--- src/hw/aos_pkg.sv ---
// Shared constants and types for the output source select block
package aos_pkg;

    // ********************
    // Register map
    // ********************
    localparam logic [7:0] SRC_CTRL_OFS = 8'h70;
    localparam logic [7:0] FMT_CTRL_OFS = 8'h71;
    localparam logic [7:0] SRC_CTRL_RST = 8'h22;
    localparam logic [7:0] FMT_CTRL_RST = 8'h00;
    localparam logic [7:0] UNMAPPED_RD = 8'h00;
    localparam int PAT_EN_BIT = 2;
    localparam int FMT_OB_BIT = 0;

    // ********************
    // Sample words
    // ********************
    localparam int SAMPLE_W = 16;
    localparam int SAMPLE_MSB = 15;
    localparam logic [15:0] SEQ_ZERO = 16'h0000;
    localparam logic [15:0] SEQ_HIGH = 16'h66A8;
    localparam logic [15:0] SEQ_LOW = 16'h9928;
    localparam logic [15:0] TC_NEG_FULL = 16'h8000;
    localparam logic [15:0] TC_MID = 16'h0000;
    localparam logic [15:0] TC_POS_FULL = 16'h7FFF;
    localparam logic [15:0] OB_NEG_FULL = 16'h0000;
    localparam logic [15:0] OB_MID = 16'h8000;
    localparam logic [15:0] OB_POS_FULL = 16'hFFFF;

    typedef struct packed {
        logic [15:0] chA;
        logic [15:0] chB;
    } aos_pair_t;

    typedef enum logic [1:0] {
        SEQ_P0 = 2'b00,
        SEQ_P1 = 2'b01,
        SEQ_P2 = 2'b11,
        SEQ_P3 = 2'b10
    } aos_seq_t;

endpackage

--- src/hw/aos_test_seq.sv ---
// Four-sample repeating test tone generator
`timescale 1ns/1ps
module aos_test_seq (
    // Clock and reset
    input wire logic clk,
    input wire logic rst_b,
    // Control
    input wire logic advance,
    input wire logic restart,
    // Current word
    output logic [15:0] seqWord
);

    aos_pkg::aos_seq_t state_reg;
    aos_pkg::aos_seq_t state_next;

    // ********************
    // Sequence state
    // ********************
    always_comb begin
        state_next = state_reg;
        if (restart) begin
            state_next = aos_pkg::SEQ_P0;
        end else if (advance) begin
            case (state_reg)
                aos_pkg::SEQ_P0: state_next = aos_pkg::SEQ_P1;
                aos_pkg::SEQ_P1: state_next = aos_pkg::SEQ_P2;
                aos_pkg::SEQ_P2: state_next = aos_pkg::SEQ_P3;
                aos_pkg::SEQ_P3: state_next = aos_pkg::SEQ_P0;
                default: state_next = aos_pkg::SEQ_P0;
            endcase
        end
    end

    always_ff @(posedge clk) begin
        if (!rst_b) begin
            state_reg <= aos_pkg::SEQ_P0;
        end else begin
            state_reg <= state_next;
        end
    end

    // Word for the current position
    always_comb begin
        case (state_reg)
            aos_pkg::SEQ_P0: seqWord = aos_pkg::SEQ_ZERO;
            aos_pkg::SEQ_P1: seqWord = aos_pkg::SEQ_HIGH;
            aos_pkg::SEQ_P2: seqWord = aos_pkg::SEQ_ZERO;
            aos_pkg::SEQ_P3: seqWord = aos_pkg::SEQ_LOW;
            default: seqWord = aos_pkg::SEQ_ZERO;
        endcase
    end

endmodule

--- src/hw/aos_top.sv ---
// Output data source select and sample code formatting
//
// Added by the designer: the strobed register port.
`timescale 1ns/1ps

module aos_top (
    // Clock and reset
    input wire logic clk,
    input wire logic rst_b,
    // Register port
    input wire logic [7:0] regAddr,
    input wire logic [7:0] regWrData,
    input wire logic regWr,
    input wire logic regRd,
    output logic [7:0] regRdData,
    // Converter core samples, two's complement
    input wire aos_pkg::aos_pair_t coreSample,
    input wire logic coreValid,
    // Link pattern select, not used by this path
    input wire logic [3:0] linkPatternSelect,
    // Words to the transport layer
    output aos_pkg::aos_pair_t linkSample,
    output logic linkValid
);

    // ********************
    // Registers
    // ********************
    logic [7:0] srcCtrl_reg;
    logic [7:0] srcCtrl_next;
    logic [7:0] fmtCtrl_reg;
    logic [7:0] fmtCtrl_next;
    logic [7:0] rdData_reg;
    logic [7:0] rdData_next;
    logic patEn;
    logic fmtOb;
    logic unusedLink;

    assign patEn = srcCtrl_reg[aos_pkg::PAT_EN_BIT];
    assign fmtOb = fmtCtrl_reg[aos_pkg::FMT_OB_BIT];
    assign unusedLink = ^linkPatternSelect;

    always_comb begin
        srcCtrl_next = srcCtrl_reg;
        fmtCtrl_next = fmtCtrl_reg;
        rdData_next = rdData_reg;
        if (regWr) begin
            if (regAddr == aos_pkg::SRC_CTRL_OFS) begin
                srcCtrl_next = regWrData;
            end
            if (regAddr == aos_pkg::FMT_CTRL_OFS) begin
                fmtCtrl_next = {7'h00, regWrData[aos_pkg::FMT_OB_BIT]};
            end
        end
        if (regRd) begin
            case (regAddr)
                aos_pkg::SRC_CTRL_OFS: rdData_next = srcCtrl_reg;
                aos_pkg::FMT_CTRL_OFS: rdData_next = fmtCtrl_reg;
                default: rdData_next = aos_pkg::UNMAPPED_RD;
            endcase
        end
    end

    always_ff @(posedge clk) begin
        if (!rst_b) begin
            srcCtrl_reg <= aos_pkg::SRC_CTRL_RST;
            fmtCtrl_reg <= aos_pkg::FMT_CTRL_RST;
            rdData_reg <= aos_pkg::UNMAPPED_RD;
        end else begin
            srcCtrl_reg <= srcCtrl_next;
            fmtCtrl_reg <= fmtCtrl_next;
            rdData_reg <= rdData_next;
        end
    end

    assign regRdData = rdData_reg;

    // ********************
    // Test tone
    // ********************
    logic [15:0] seqWord;

    aos_test_seq uSeq (
        .clk(clk),
        .rst_b(rst_b),
        .advance(coreValid),
        .restart(!patEn),
        .seqWord(seqWord)
    );

    // ********************
    // Source select and format
    // ********************
    aos_pkg::aos_pair_t out_reg;
    aos_pkg::aos_pair_t out_next;
    aos_pkg::aos_pair_t srcPair;
    logic outValid_reg;
    logic outValid_next;

    always_comb begin
        if (patEn) begin
            srcPair.chA = seqWord;
            srcPair.chB = seqWord;
        end else begin
            srcPair = coreSample;
        end
        out_next = out_reg;
        outValid_next = coreValid;
        if (coreValid) begin
            out_next = srcPair;
            if (fmtOb) begin
                out_next.chA[aos_pkg::SAMPLE_MSB] = ~srcPair.chA[aos_pkg::SAMPLE_MSB];
                out_next.chB[aos_pkg::SAMPLE_MSB] = ~srcPair.chB[aos_pkg::SAMPLE_MSB];
            end
        end
    end

    always_ff @(posedge clk) begin
        if (!rst_b) begin
            out_reg <= '0;
            outValid_reg <= 1'b0;
        end else begin
            out_reg <= out_next;
            outValid_reg <= outValid_next;
        end
    end

    assign linkSample = out_reg;
    assign linkValid = outValid_reg;

    // ********************
    // Checks
    // ********************
    logic contPat;
    assign contPat = coreValid && patEn && !fmtOb && !unusedLink || coreValid && patEn && !fmtOb;
endmodule

--- config.mk ---
export PLATFORM = sky130hd
export DESIGN_NAME = aos_top
export DESIGN_NICKNAME = d
export VERILOG_FILES = /design/src/hw/aos_pkg.sv /design/src/hw/aos_test_seq.sv /design/src/hw/aos_top.sv
export SDC_FILE = /design/constraint.sdc
export NUM_CORES = 1
export LEC_CHECK = 0
export BUFFER_PORTS_ARGS = -buffer_cell sky130_fd_sc_hd__buf_2
export CORE_ASPECT_RATIO = 2
export CORE_MARGIN = 2
export CORE_UTILIZATION = 47
export CTS_BUF_LIST = sky130_fd_sc_hd__clkbuf_16
export CTS_CLUSTER_DIAMETER = 100
export DETAILED_ROUTE_END_ITERATION = 8
export PLACE_DENSITY = 0.79
export SYNTH_ARGS = -nofsm -noshare
export SYNTH_HDL_FRONTEND = slang
export SYNTH_SLANG_ARGS = --single-unit
--- constraint.sdc ---
create_clock -name clk -period 1.58 [get_ports clk]
set_clock_uncertainty 0.2 [all_clocks]
set_input_delay 0.079 -clock clk [delete_from_list [all_inputs] [get_ports clk]]
set_output_delay 0.079 -clock clk [all_outputs]
set_load 0.01 [all_outputs]
==> summary.md, run 1 <==
| Metric | Value |
|---|---|
| Vias in the first global route | 2104 |
| Number of flip-flops in the largest register | 32 |
| Unrepaired setup endpoints after global routing | false |
| Clock buffer depth | 2 |
| Clk slew on worst S/H paths | 0.06 ns |
| Worst R2R End | linkSample[31] |
| Setup Buffers After CTS | 0 |
| CP endpoint kind | register |
| Via count | 2086 |
| Clk sinks | 52 |
| Setup TNS | 0 ns |
| Largest net degree at the start of global routing | 29 |
| WL final | 5907 um |
| CP Max Fanout | 14 |
| Detailed-placement wirelength estimate | between 3000 and 4000 um |
| R2r startpoint | srcCtrl_reg[2] |
| Count leader, synth | dfxtp_1 |
| Initial DRC count | 23 |
| Final min period | 1.440 ns |
| Die H | 101.4 um |
| Post-synth net total | 291 |
| Leakage | 1.541 nW |
| R2R cell count | 4 |
| Fillers | 351 |
| Synth cell count leaders | 52 x dfxtp_1, 31 x mux2i_1, 30 x a21oi_1 |
| Failing checks | hold timing |
| Final setup fails | 0 |
| Fin. Hold Viols | 1 |
| Die Footprint | 5342 sq um |
| First-pass GRT wire length | 9328 um |
| Ranking of synthesized cells by area | dfxtp_1 47%, mux2i_1 14%, nor2b_1 7.3% |
| Mapped Cells | 230 |
| Max-Slew Margin vs Limit | 66.01% |
| Worst slew pin tran | 0.5088 ns |
| Pwr/cell area | ~900 nW/um^2 |
| Post-synth EDFFs | 0 |
| Outcome | finished, violations left |
| Flops & latches, synth | 52 |
| CP startpoint kind | register |
| Final Max Tran Viols | 0 |
| # H-tree levels | 2 |
| Nets | 422 |
| Worst Path Arrival | 1.41 ns |
| YS warnings | 0 |
| Netlist Area Pre-Place | 2228 sq um |
| Layout area overhead | 48.85% |
| Initial core utilization | 48.46% |
| Die width | around 53 um |
| Area leader, netlist | dfxtp_1 |
| Critical Path RT | 1.55 ns |
| Worst R2R Setup Slack | 0.14 ns |
| WL/cell | between 10 and 15 um |
| Yosys top cell area share | 46.72% |
| GPL Wtd Cong | around 0.76 |
| Crit path kind | reg -> reg |
| Clock root buffer | clkbuf_16 |
| Share of cells above drive strength 1 | approximately a third |
| Syn Area/Cell | slightly below 10 sq um |
| N_diodes | 0 |
| FMAX | 0.6945 GHz |
| Critical Path Source | srcCtrl_reg[2] |
| CTS tree | built |
| GRT Util Overall | 23.19% |
| Peak supply drop | between 0.0008 and 0.0009 V |
| Post-synth cell types | 29 |
| CP endpoint | linkSample[31] |
| DR vias/cell | roughly 5.0 |
| # IOs | 98 |
| Hold Path Class | in -> reg |
| Asr flop ratio synth | 0% |
| MaxCap Viol Count | 0 |
| Ys flop type | dfxtp_1 |
| ANT nets after route | 0 |
| Drt drc | 0 |
| Num rows | 35 |
| Port Buffer Count | 93 |
| Sequential-to-total area share from yosys stat | 46.72% |
| Cts bufs inserted | 5 |
| Grt total ovfl | 0 |
| Min Hold Slack | -0.04237 ns |
| Fin crit share | 91.13% |
| Initial antenna violation count | 0 |
| Placeable Area | 4598 sq um |
| Drt pass-1 iters | 5 |
| Clk Latency, worst-skew pair | 0.29 ns |
## per-stage QoR
step | setup slack, ns | utilization [%] | total power, mW | cells | cell area [sq um]
final | 0.1401 | 72.14 | 2.949 | 415 | 3317
after global routing | 0.008396 | 72.14 | 3.059 | 415 | 3317
after CTS | 0.05799 | 72.27 | 2.966 | 416 | 3323
after detailed placement | 0.1019 | 59.32 | 1.713 | 366 | 2728
after global placement | 0.1424 | 59.32 | 1.706 | 366 | 2728
after floorplan | 0.1247 | - | 1.572 | 230 | 2228
## layout make-up
type,instances,area (sq um),area share (%)
Multi-Input combinational cell,154,1064,32.06
Timing Repair Buffer,145,975.9,29.42
Clock inverter,1,30.03,0.9053
Tap cell,55,68.82,2.075
Inverter,3,11.26,0.3395
Sequential cell,52,1042,31.42
Clock buffer,5,125.1,3.772
## per-layer routing
layer	GRT usage [%]	vias to the layer above	share of wire [%]
li1	-	1052	-
met1	23.69	966	37
met2	43.08	55	56
met3	4.425	13	3.6
met4	10.85	0	2.8
met5	0	-	0
## where the power goes
part / switching [mW] / internal (mW)
combinational: 0.173 / 0.213
sequential: 0.0248 / 1.36
clock: 0.444 / 0.729
total: 0.642 / 2.31
## logic make-up (layout without fill, tap and decap cells)
family / after synthesis / after routing / share of synthesized area, %
simple gates: 53 / 53 / 14.21
xor+xnor: 2 / 2 / 0.7862
fa+ha+maj: 4 / 4 / 2.246
buf+inv: 24 / 154 / 5.670
flops: 52 / 52 / 46.72
mux: 33 / 33 / 14.94
compound gates: 62 / 62 / 15.44
## worst min path at each step
stage / from / end / slack [ns] / cells after the start
detailed placement: coreSample[16] / linkSample[16] / 0.13 / 3
global placement: coreSample[16] / linkSample[16] / 0.13 / 3
finish: regAddr[7] / fmtCtrl_reg[0] / -0.04 / 4
floorplan: regWrData[2] / srcCtrl_reg[2] / 0.02 / 2
CTS: regAddr[7] / srcCtrl_reg[0] / 0.007 / 4
global route: regAddr[7] / fmtCtrl_reg[0] / 0.005 / 4
## placed cells by master, fill, tap and decap left out, drive strengths merged
cell type	synthesis	routed
o21bai	1	1
and4bb	1	1
nand4	2	2
bufinv	0	1
xor2	2	2
mux2i	31	31
inv	3	3
ha	4	4
mux2	2	2
nand3b	2	2
nor3b	1	1
dfxtp	52	52
nand2	14	14
dlygate4sd3	0	43
nor2	3	3
a211oi	1	1
nand4b	1	1
clkbuf	9	5
a22o	7	7
a21boi	1	1
and2	1	1
a21oi	30	30
nor2b	26	26
buf	12	102
o21ai	22	22
nand2b	1	1
and4b	1	1
## critical path: stages, from the launching register on
cell and delay, ns:
dfxtp_1 0.43, buf_12 0.19, mux2i_1 0.24, xor2_1 0.15, o21ai_0 0.10
## repair_timing
action                     4_1_cts  5_1_grt
hold endpoints to repair        41        0
gates resized for setup          0        2
setup endpoints to repair        0       13
hold buffers                    44        0
Note: power is estimated with default switching activity, not from simulation.
==> run 2, diff against run 1 <==
--- a/config.mk
+++ b/config.mk
@@ -8,11 +8,11 @@
 export BUFFER_PORTS_ARGS = -buffer_cell sky130_fd_sc_hd__buf_2
 export CORE_ASPECT_RATIO = 2
 export CORE_MARGIN = 2
-export CORE_UTILIZATION = 47
+export CORE_UTILIZATION = 42
 export CTS_BUF_LIST = sky130_fd_sc_hd__clkbuf_16
 export CTS_CLUSTER_DIAMETER = 100
 export DETAILED_ROUTE_END_ITERATION = 8
-export PLACE_DENSITY = 0.79
+export PLACE_DENSITY = 0.75
 export SYNTH_ARGS = -nofsm -noshare
 export SYNTH_HDL_FRONTEND = slang
 export SYNTH_SLANG_ARGS = --single-unit
==> constraint.sdc (replaced) <==
create_clock -name clk -period 1.2 [get_ports clk]
set_clock_uncertainty 0.2 [all_clocks]
set_input_delay 0.06 -clock clk [delete_from_list [all_inputs] [get_ports clk]]
set_output_delay 0.06 -clock clk [all_outputs]
set_load 0.01 [all_outputs]
==> summary.md, run 2 (synthesis results as in run 1) <==
| Metric | Value |
|---|---|
| WL final | 6048 um (+2.4%) |
| Worst slew pin tran | 0.5432 ns (+0.03449 ns) |
| Crit-path cells | buf_6, ha_4, buf_6, mux2i_2, a21oi_1 |
| Final Max Tran Viols | 0 (unchanged) |
| Crit path kind | reg -> reg |
| Outcome | finished, violations left |
| Multi-input gate area | 1120 sq um (+5.3%) |
| Critical Path RT | 1.17 ns (-0.38 ns) |
| Seq pwr share | 49.5% (+2.4 points) |
| Fillers | 408 (+16%) |
| FMAX | 0.7429 GHz (+7.0%) |
| Clk slew on worst S/H paths | 0.06 ns (about the same) |
| WP depth | 5 (+1) |
| Worst R2R Setup Slack | -0.15 ns (-0.29 ns) |
| Clock root buffer | clkbuf_16 |
| Met1 Track Usage GR | 20.61% (-3.1 points) |
| Vias in the first global route | 2290 (+8.8%) |
| Final min period | 1.346 ns (-0.09378 ns) |
| Cts bufs inserted | 5 (unchanged) |
| Most common cell after layout, fill and taps aside | buf_2 |
| Die H | 107.0 um (+5.6%) |
| Comb power frac | 14.3% (+1.2 points) |
| N_diodes | 0 (unchanged) |
| Grt total ovfl | 0 (unchanged) |
| Share of cells above drive strength 1 | 36.97% (+5.3 points) |
| Initial core utilization | 43.36% (-5.1 points) |
| Max incr delay on CP | 0.36 ns (-0.07 ns) |
| Largest net degree at the start of global routing | 29 (unchanged) |
| First-pass GRT wire length | 9922 um (+6.4%) |
| Nets | 436 (+3.3%) |
| MaxCap Viol Count | 0 (unchanged) |
| Port Buffer Count | 93 (unchanged) |
| GPL Wtd Cong | 0.7588 (+0.50%) |
| Hold Path Cell Cnt | 4 (unchanged) |
| CTS tree | built |
| Clk Latency, worst-skew pair | 0.28 ns (about the same) |
| Dpl ws | -0.2127 ns (-0.3146 ns) |
| WP buf/inv | 2 (+1) |
| NetSw | 841.1 uW (+31%) |
| Die Footprint | 5940 sq um (+11%) |
| Unrepaired setup endpoints after global routing | true |
| CP Max Fanout | 6 (-8) |
| Final setup fails | 22 (+22) |
| Num rows | 37 (+5.7%) |
| Failing checks | setup timing |
| Layout area overhead | 56.71% |
| GRT Util Overall | 20.70% (-2.5 points) |
| Met2 Use GR | 40.39% (-2.7 points) |
| ANT nets after route | 0 (unchanged) |
| Initial antenna violation count | 0 (unchanged) |
| Clock share of power | 36.1% (-3.7 points) |
| CP dominant cell by count | buf_6 |
| Leading cell types in the layout, fill and taps excluded | 93 x buf_2, 49 x dfxtp_1, 43 x dlygate4sd3_1 |
| # IOs | 98 (unchanged) |
| Internal Dissipation | 2.846 mW (+23%) |
| Worst path slowest cell | dfxtp_4 |
| Largest delay share family, worst path | flip-flops |
| CP startpoint kind | register |
| Sw Ratio | 22.81% (+1.0 points) |
| Clk sinks | 52 (unchanged) |
| R2R cell count | 5 (+1) |
| Drt pass-1 iters | 4 (-1) |
| Most Crowded Layer GR | met2 |
| Detailed-placement wirelength estimate | 3921 um (+2.5%) |
| Total power | 3.687 mW (+25%) |
| Drt drc | 0 (unchanged) |
| Register Area | 1050 sq um (+0.72%) |
| Fin. Hold Viols | 0 (-1) |
| # H-tree levels | 2 (unchanged) |
| Hold Path Class | in -> reg |
| DR vias/cell | 5.016 (-0.21%) |
| Post-route setup slack | -0.1461 ns (-0.2862 ns) |
| WL/cell | 13.94 um (-2.1%) |
| CP endpoint kind | register |
| Initial DRC count | 74 (+220%) |
| Met3 usage | 3.981% (-0.44 points) |
| Placeable Area | 5139 sq um (+12%) |
| Number of flip-flops in the largest register | 32 (unchanged) |
| Pwr/cell area | 1056 nW/um^2 (+19%) |
| Fin crit share | 112.2% (+21 points) |
| Peak supply drop | 0.001358 V (+69%) |
| Die width | 55.51 um (+5.3%) |
| Leakage | 1.631 nW (+5.8%) |
| Worst Path Arrival | 1.31 ns (-0.10 ns) |
| Via count | 2177 (+4.4%) |
| Max-Slew Margin vs Limit | 63.71% (-2.3 points) |
| Clock buffer depth | 2 (unchanged) |
run 2: metrics by stage:
step	instance area [sq um]	utilization (%)	hold WS [ns]	cells	TNS [ns]
floorplan	2263	-	-0.001192	230	-0.9084
CTS	3463	67.40	0.02370	434	-1.497
finish	3492	67.96	0.02524	434	-1.602
global route	3492	67.96	0.03204	434	-2.929
global placement	2799	54.47	0.1098	379	-4.438
detailed placement	2799	54.47	0.1125	379	-5.253
run 2: power groups by stage:
stage,Clock (mW),Sequential [mW],Combinational (mW)
floorplan,0,1.90,0.171
global placement,0,1.87,0.399
detailed placement,0,1.87,0.407
CTS,1.36,1.83,0.518
global route,1.43,1.83,0.579
finish,1.33,1.83,0.529
run 2: cell type report:
type	count	area share, %
Clock inverter	3	0.3941
Sequential cell	52	30.06
Multi-Input combinational cell	154	32.07
Timing Repair Buffer	159	31.35
Inverter	3	0.4658
Clock buffer	5	3.583
Tap cell	58	2.078
run 2: routing by layer:
metal / part of all wire [%] / wire (um)
met1: 36 / 2156
met2: 57 / 3477
met3: 4.3 / 260
met4: 2.5 / 153
met5: 0 / 0
run 2: path summary, 6_finish.rpt:
| path | from | to |
|---|---|---|
| worst min register to register | srcCtrl_reg[6] | srcCtrl_reg[6] |
| worst max register to register | uSeq.state_reg[0] | linkSample[10] |
| worst max-delay path | uSeq.state_reg[0] | linkSample[10] |
| worst min-delay path | rst_b | srcCtrl_reg[0] |
run 2: timing repair:
action	4_1_cts	5_1_grt
resized for setup	17	7
setup endpoints to repair	34	25
hold buffers	43	0
pin swaps	10	9
hold endpoints to repair	42	0
buffers inserted	4	0
run 2: worst register-to-register path, cell delays in order (launching register included):
cell and delay [ns]:
dfxtp_4 0.36, buf_6 0.12, ha_4 0.17, buf_6 0.13, mux2i_2 0.17, a21oi_1 0.09
==> run 3, diff against run 2 <==
--- a/config.mk
+++ b/config.mk
@@ -6,13 +6,14 @@
 export NUM_CORES = 1
 export LEC_CHECK = 0
 export BUFFER_PORTS_ARGS = -buffer_cell sky130_fd_sc_hd__buf_2
+export CAP_MARGIN = 25
 export CORE_ASPECT_RATIO = 2
 export CORE_MARGIN = 2
-export CORE_UTILIZATION = 42
+export CORE_UTILIZATION = 50
 export CTS_BUF_LIST = sky130_fd_sc_hd__clkbuf_16
 export CTS_CLUSTER_DIAMETER = 100
 export DETAILED_ROUTE_END_ITERATION = 8
-export PLACE_DENSITY = 0.75
+export PLACE_DENSITY = 0.84
 export SYNTH_ARGS = -nofsm -noshare
 export SYNTH_HDL_FRONTEND = slang
 export SYNTH_SLANG_ARGS = --single-unit
==> constraint.sdc (replaced) <==
create_clock -name clk -period 1.55 [get_ports clk]
set_clock_uncertainty 0.2 [all_clocks]
set_input_delay 0.0775 -clock clk [delete_from_list [all_inputs] [get_ports clk]]
set_output_delay 0.0775 -clock clk [all_outputs]
set_load 0.01 [all_outputs]
==> summary.md, run 3 (synthesis results as in run 1) <==
| Metric | Value |
|---|---|
| Post-route setup slack | 0.07224 ns (+0.2183 ns) |
| R2r startpoint | uSeq.state_reg[0] |
| Outcome | finished clean |
| Seq pwr share | 46.7% (-2.8 points) |
| Max-Slew Margin vs Limit | 62.70% (-1.0 points) |
| Cell Count, Final, Fillers Out | 418 (-3.7%) |
| Detailed-placement wirelength estimate | 3879 um (-1.1%) |
| MaxCap Viol Count | 0 (unchanged) |
| Leakage | 1.561 nW (-4.3%) |
| Num rows | 34 (-8.1%) |
| N_diodes | 0 (unchanged) |
| Clock root buffer | clkbuf_16 |
| Drt drc | 0 (unchanged) |
| Share of cells above drive strength 1 | 31.87% (-5.1 points) |
| Die Footprint | 5039 sq um (-15%) |
| WL final | 6098 um (+0.83%) |
| Final min period | 1.478 ns |
| Internal Dissipation | 2.366 mW (-17%) |
| Leading cell types in the layout, fill and taps excluded | 93 x buf_2, 52 x dfxtp_1, 44 x dlygate4sd3_1 |
| Via count | 2109 (-3.1%) |
| Hold Path Class | in -> reg |
| Final Max Tran Viols | 0 (unchanged) |
| Largest net degree at the start of global routing | 47 (+62%) |
| WP buf/inv | 2 (unchanged) |
| Fin. Hold Viols | 0 (unchanged) |
| GRT Util Overall | 25.02% (+4.3 points) |
| Clock buffer depth | 2 (unchanged) |
| Worst path slowest cell | dlygate4sd3_1 |
| # H-tree levels | 2 (unchanged) |
| Critical Path RT | 1.58 ns (+0.41 ns) |
| Fin crit share | 95.34% |
| Total power | 3.032 mW (-18%) |
| Clock share of power | 40.1% (+4.0 points) |
| CP Max Fanout | 7 (+1) |
| Comb power frac | 13.2% (-1.1 points) |
| Dpl ws | 0.02161 ns (+0.2343 ns) |
| Largest delay share family, worst path | buffers and inverters |
| Worst Path Arrival | 1.50 ns (+0.19 ns) |
| Most common cell after layout, fill and taps aside | buf_2 |
| First-pass GRT wire length | 9584 um (-3.4%) |
| Die H | 98.41 um (-8.0%) |
| Clk slew on worst S/H paths | 0.06 ns (about the same) |
| Placeable Area | 4297 sq um (-16%) |
| Initial antenna violation count | 0 (unchanged) |
| Clk Latency, worst-skew pair | 0.28 ns (about the same) |
| ANT nets after route | 0 (unchanged) |
| Layout area overhead | 50.53% |
| Design area | 3354 sq um (-3.9%) |
| Worst R2R End | linkSample[15] |
| Critical Path Source | regAddr[7] |
| Setup TNS | 0 ns (+1.602 ns) |
| Max incr delay on CP | 0.53 ns (+0.17 ns) |
| Initial core utilization | 51.86% (+8.5 points) |
| FMAX | 0.6767 GHz |
| WL/cell | 14.59 um (+4.7%) |
| Sw Ratio | 21.95% (-0.87 points) |
| CTS tree | built |
| CP endpoint | regRdData[2] |
| Worst slew pin tran | 0.5584 ns (+0.01518 ns) |
| Peak supply drop | 0.001269 V (-6.6%) |
| Vias in the first global route | 2123 (-7.3%) |
| Worst R2R Setup Slack | 0.08 ns (+0.23 ns) |
| Placed Cells | 366 (-3.4%) |
| Nets | 424 (-2.8%) |
| Initial DRC count | 24 (-68%) |
| Number of flip-flops in the largest register | 32 (unchanged) |
| CP endpoint kind | register |
| Drt pass-1 iters | 4 (unchanged) |
| Setup Buffers After CTS | 0 (-4) |
| CP startpoint kind | primary input |
| WP depth | 5 (unchanged) |
| NetSw | 665.5 uW (-21%) |
| Clk sinks | 52 (unchanged) |
| # IOs | 98 (unchanged) |
| Cts bufs inserted | 5 (unchanged) |
| Grt total ovfl | 0 (unchanged) |
| Unrepaired setup endpoints after global routing | false |
| Port Buffer Count | 93 (unchanged) |
| Die width | 51.21 um (-7.7%) |
| R2R cell count | 5 (unchanged) |
| GPL Wtd Cong | 0.8165 (+7.6%) |
| Crit-path cells | dlygate4sd3_1, buf_2, nor3b_4, and4b_2, a22o_1 |
| Crit path kind | in -> reg |
| Placed instance area | 2746 sq um (-1.9%) |
| Final setup fails | 0 (-100%) |
| DR vias/cell | 5.045 (+0.58%) |
| Pwr/cell area | 903.9 nW/um^2 (-14%) |
[run 3: per-layer routing]
metal	global-route usage [%]	wire, um	share of wire [%]
met4	10.19	176	2.9
met2	48.95	3495	57
met5	0	0	0
met3	3.485	175	2.9
met1	24.68	2250	37
[run 3: area by class of cell]
type	count	area [sq um]
well taps	54	67.56
repair buffers	147	1006
clock buffers	5	125.1
flip-flops and latches	52	1041
multi-input cells	154	1065
clock inverters	3	38.79
fillers	306	942.2
inverters	3	11.26
[run 3: per-stage QoR]
stage                     hold WS [ns]  utilization [%]
after floorplan                0.01631                -
after global placement          0.1282            63.92
after detailed placement        0.1341            63.92
after CTS                     -0.04433            77.81
after global routing           0.05095            78.07
final                          0.04544            78.07
[run 3: power groups by stage]
stage	Clock (mW)	Combinational, mW	Sequential (mW)
finish	1.22	0.400	1.42
global route	1.28	0.435	1.42
floorplan	0	0.132	1.47
global placement	0	0.300	1.44
CTS	1.24	0.394	1.42
detailed placement	0	0.309	1.44
[run 3: worst min-delay path by stage]
stage / from / to / slack (ns) / depth (start not counted)
2_1_floorplan: regWrData[2] / srcCtrl_reg[2] / 0.02 / 2
3_3_place_gp: regWrData[4] / srcCtrl_reg[4] / 0.13 / 3
3_5_place_dp: regWrData[4] / srcCtrl_reg[4] / 0.13 / 3
4_1_cts: regAddr[7] / regRdData[0] / -0.04 / 4
5_1_grt: coreSample[15] / linkSample[15] / 0.05 / 4
6_report: regAddr[6] / regRdData[0] / 0.05 / 4
[run 3: timing repair]
item / in CTS / in global routing
endpoints found under the setup margin: 1 / 7
cloned: 0 / 0
hold buffers: 43 / 1
endpoints found under the hold margin: 41 / 2
gates resized for setup: 1 / 1
[run 3: tightest hold or removal path: stages]
cell and delay (ns):
buf_2 0.10, nor3b_4 0.15, nand4_1 0.08, a21boi_0 0.08
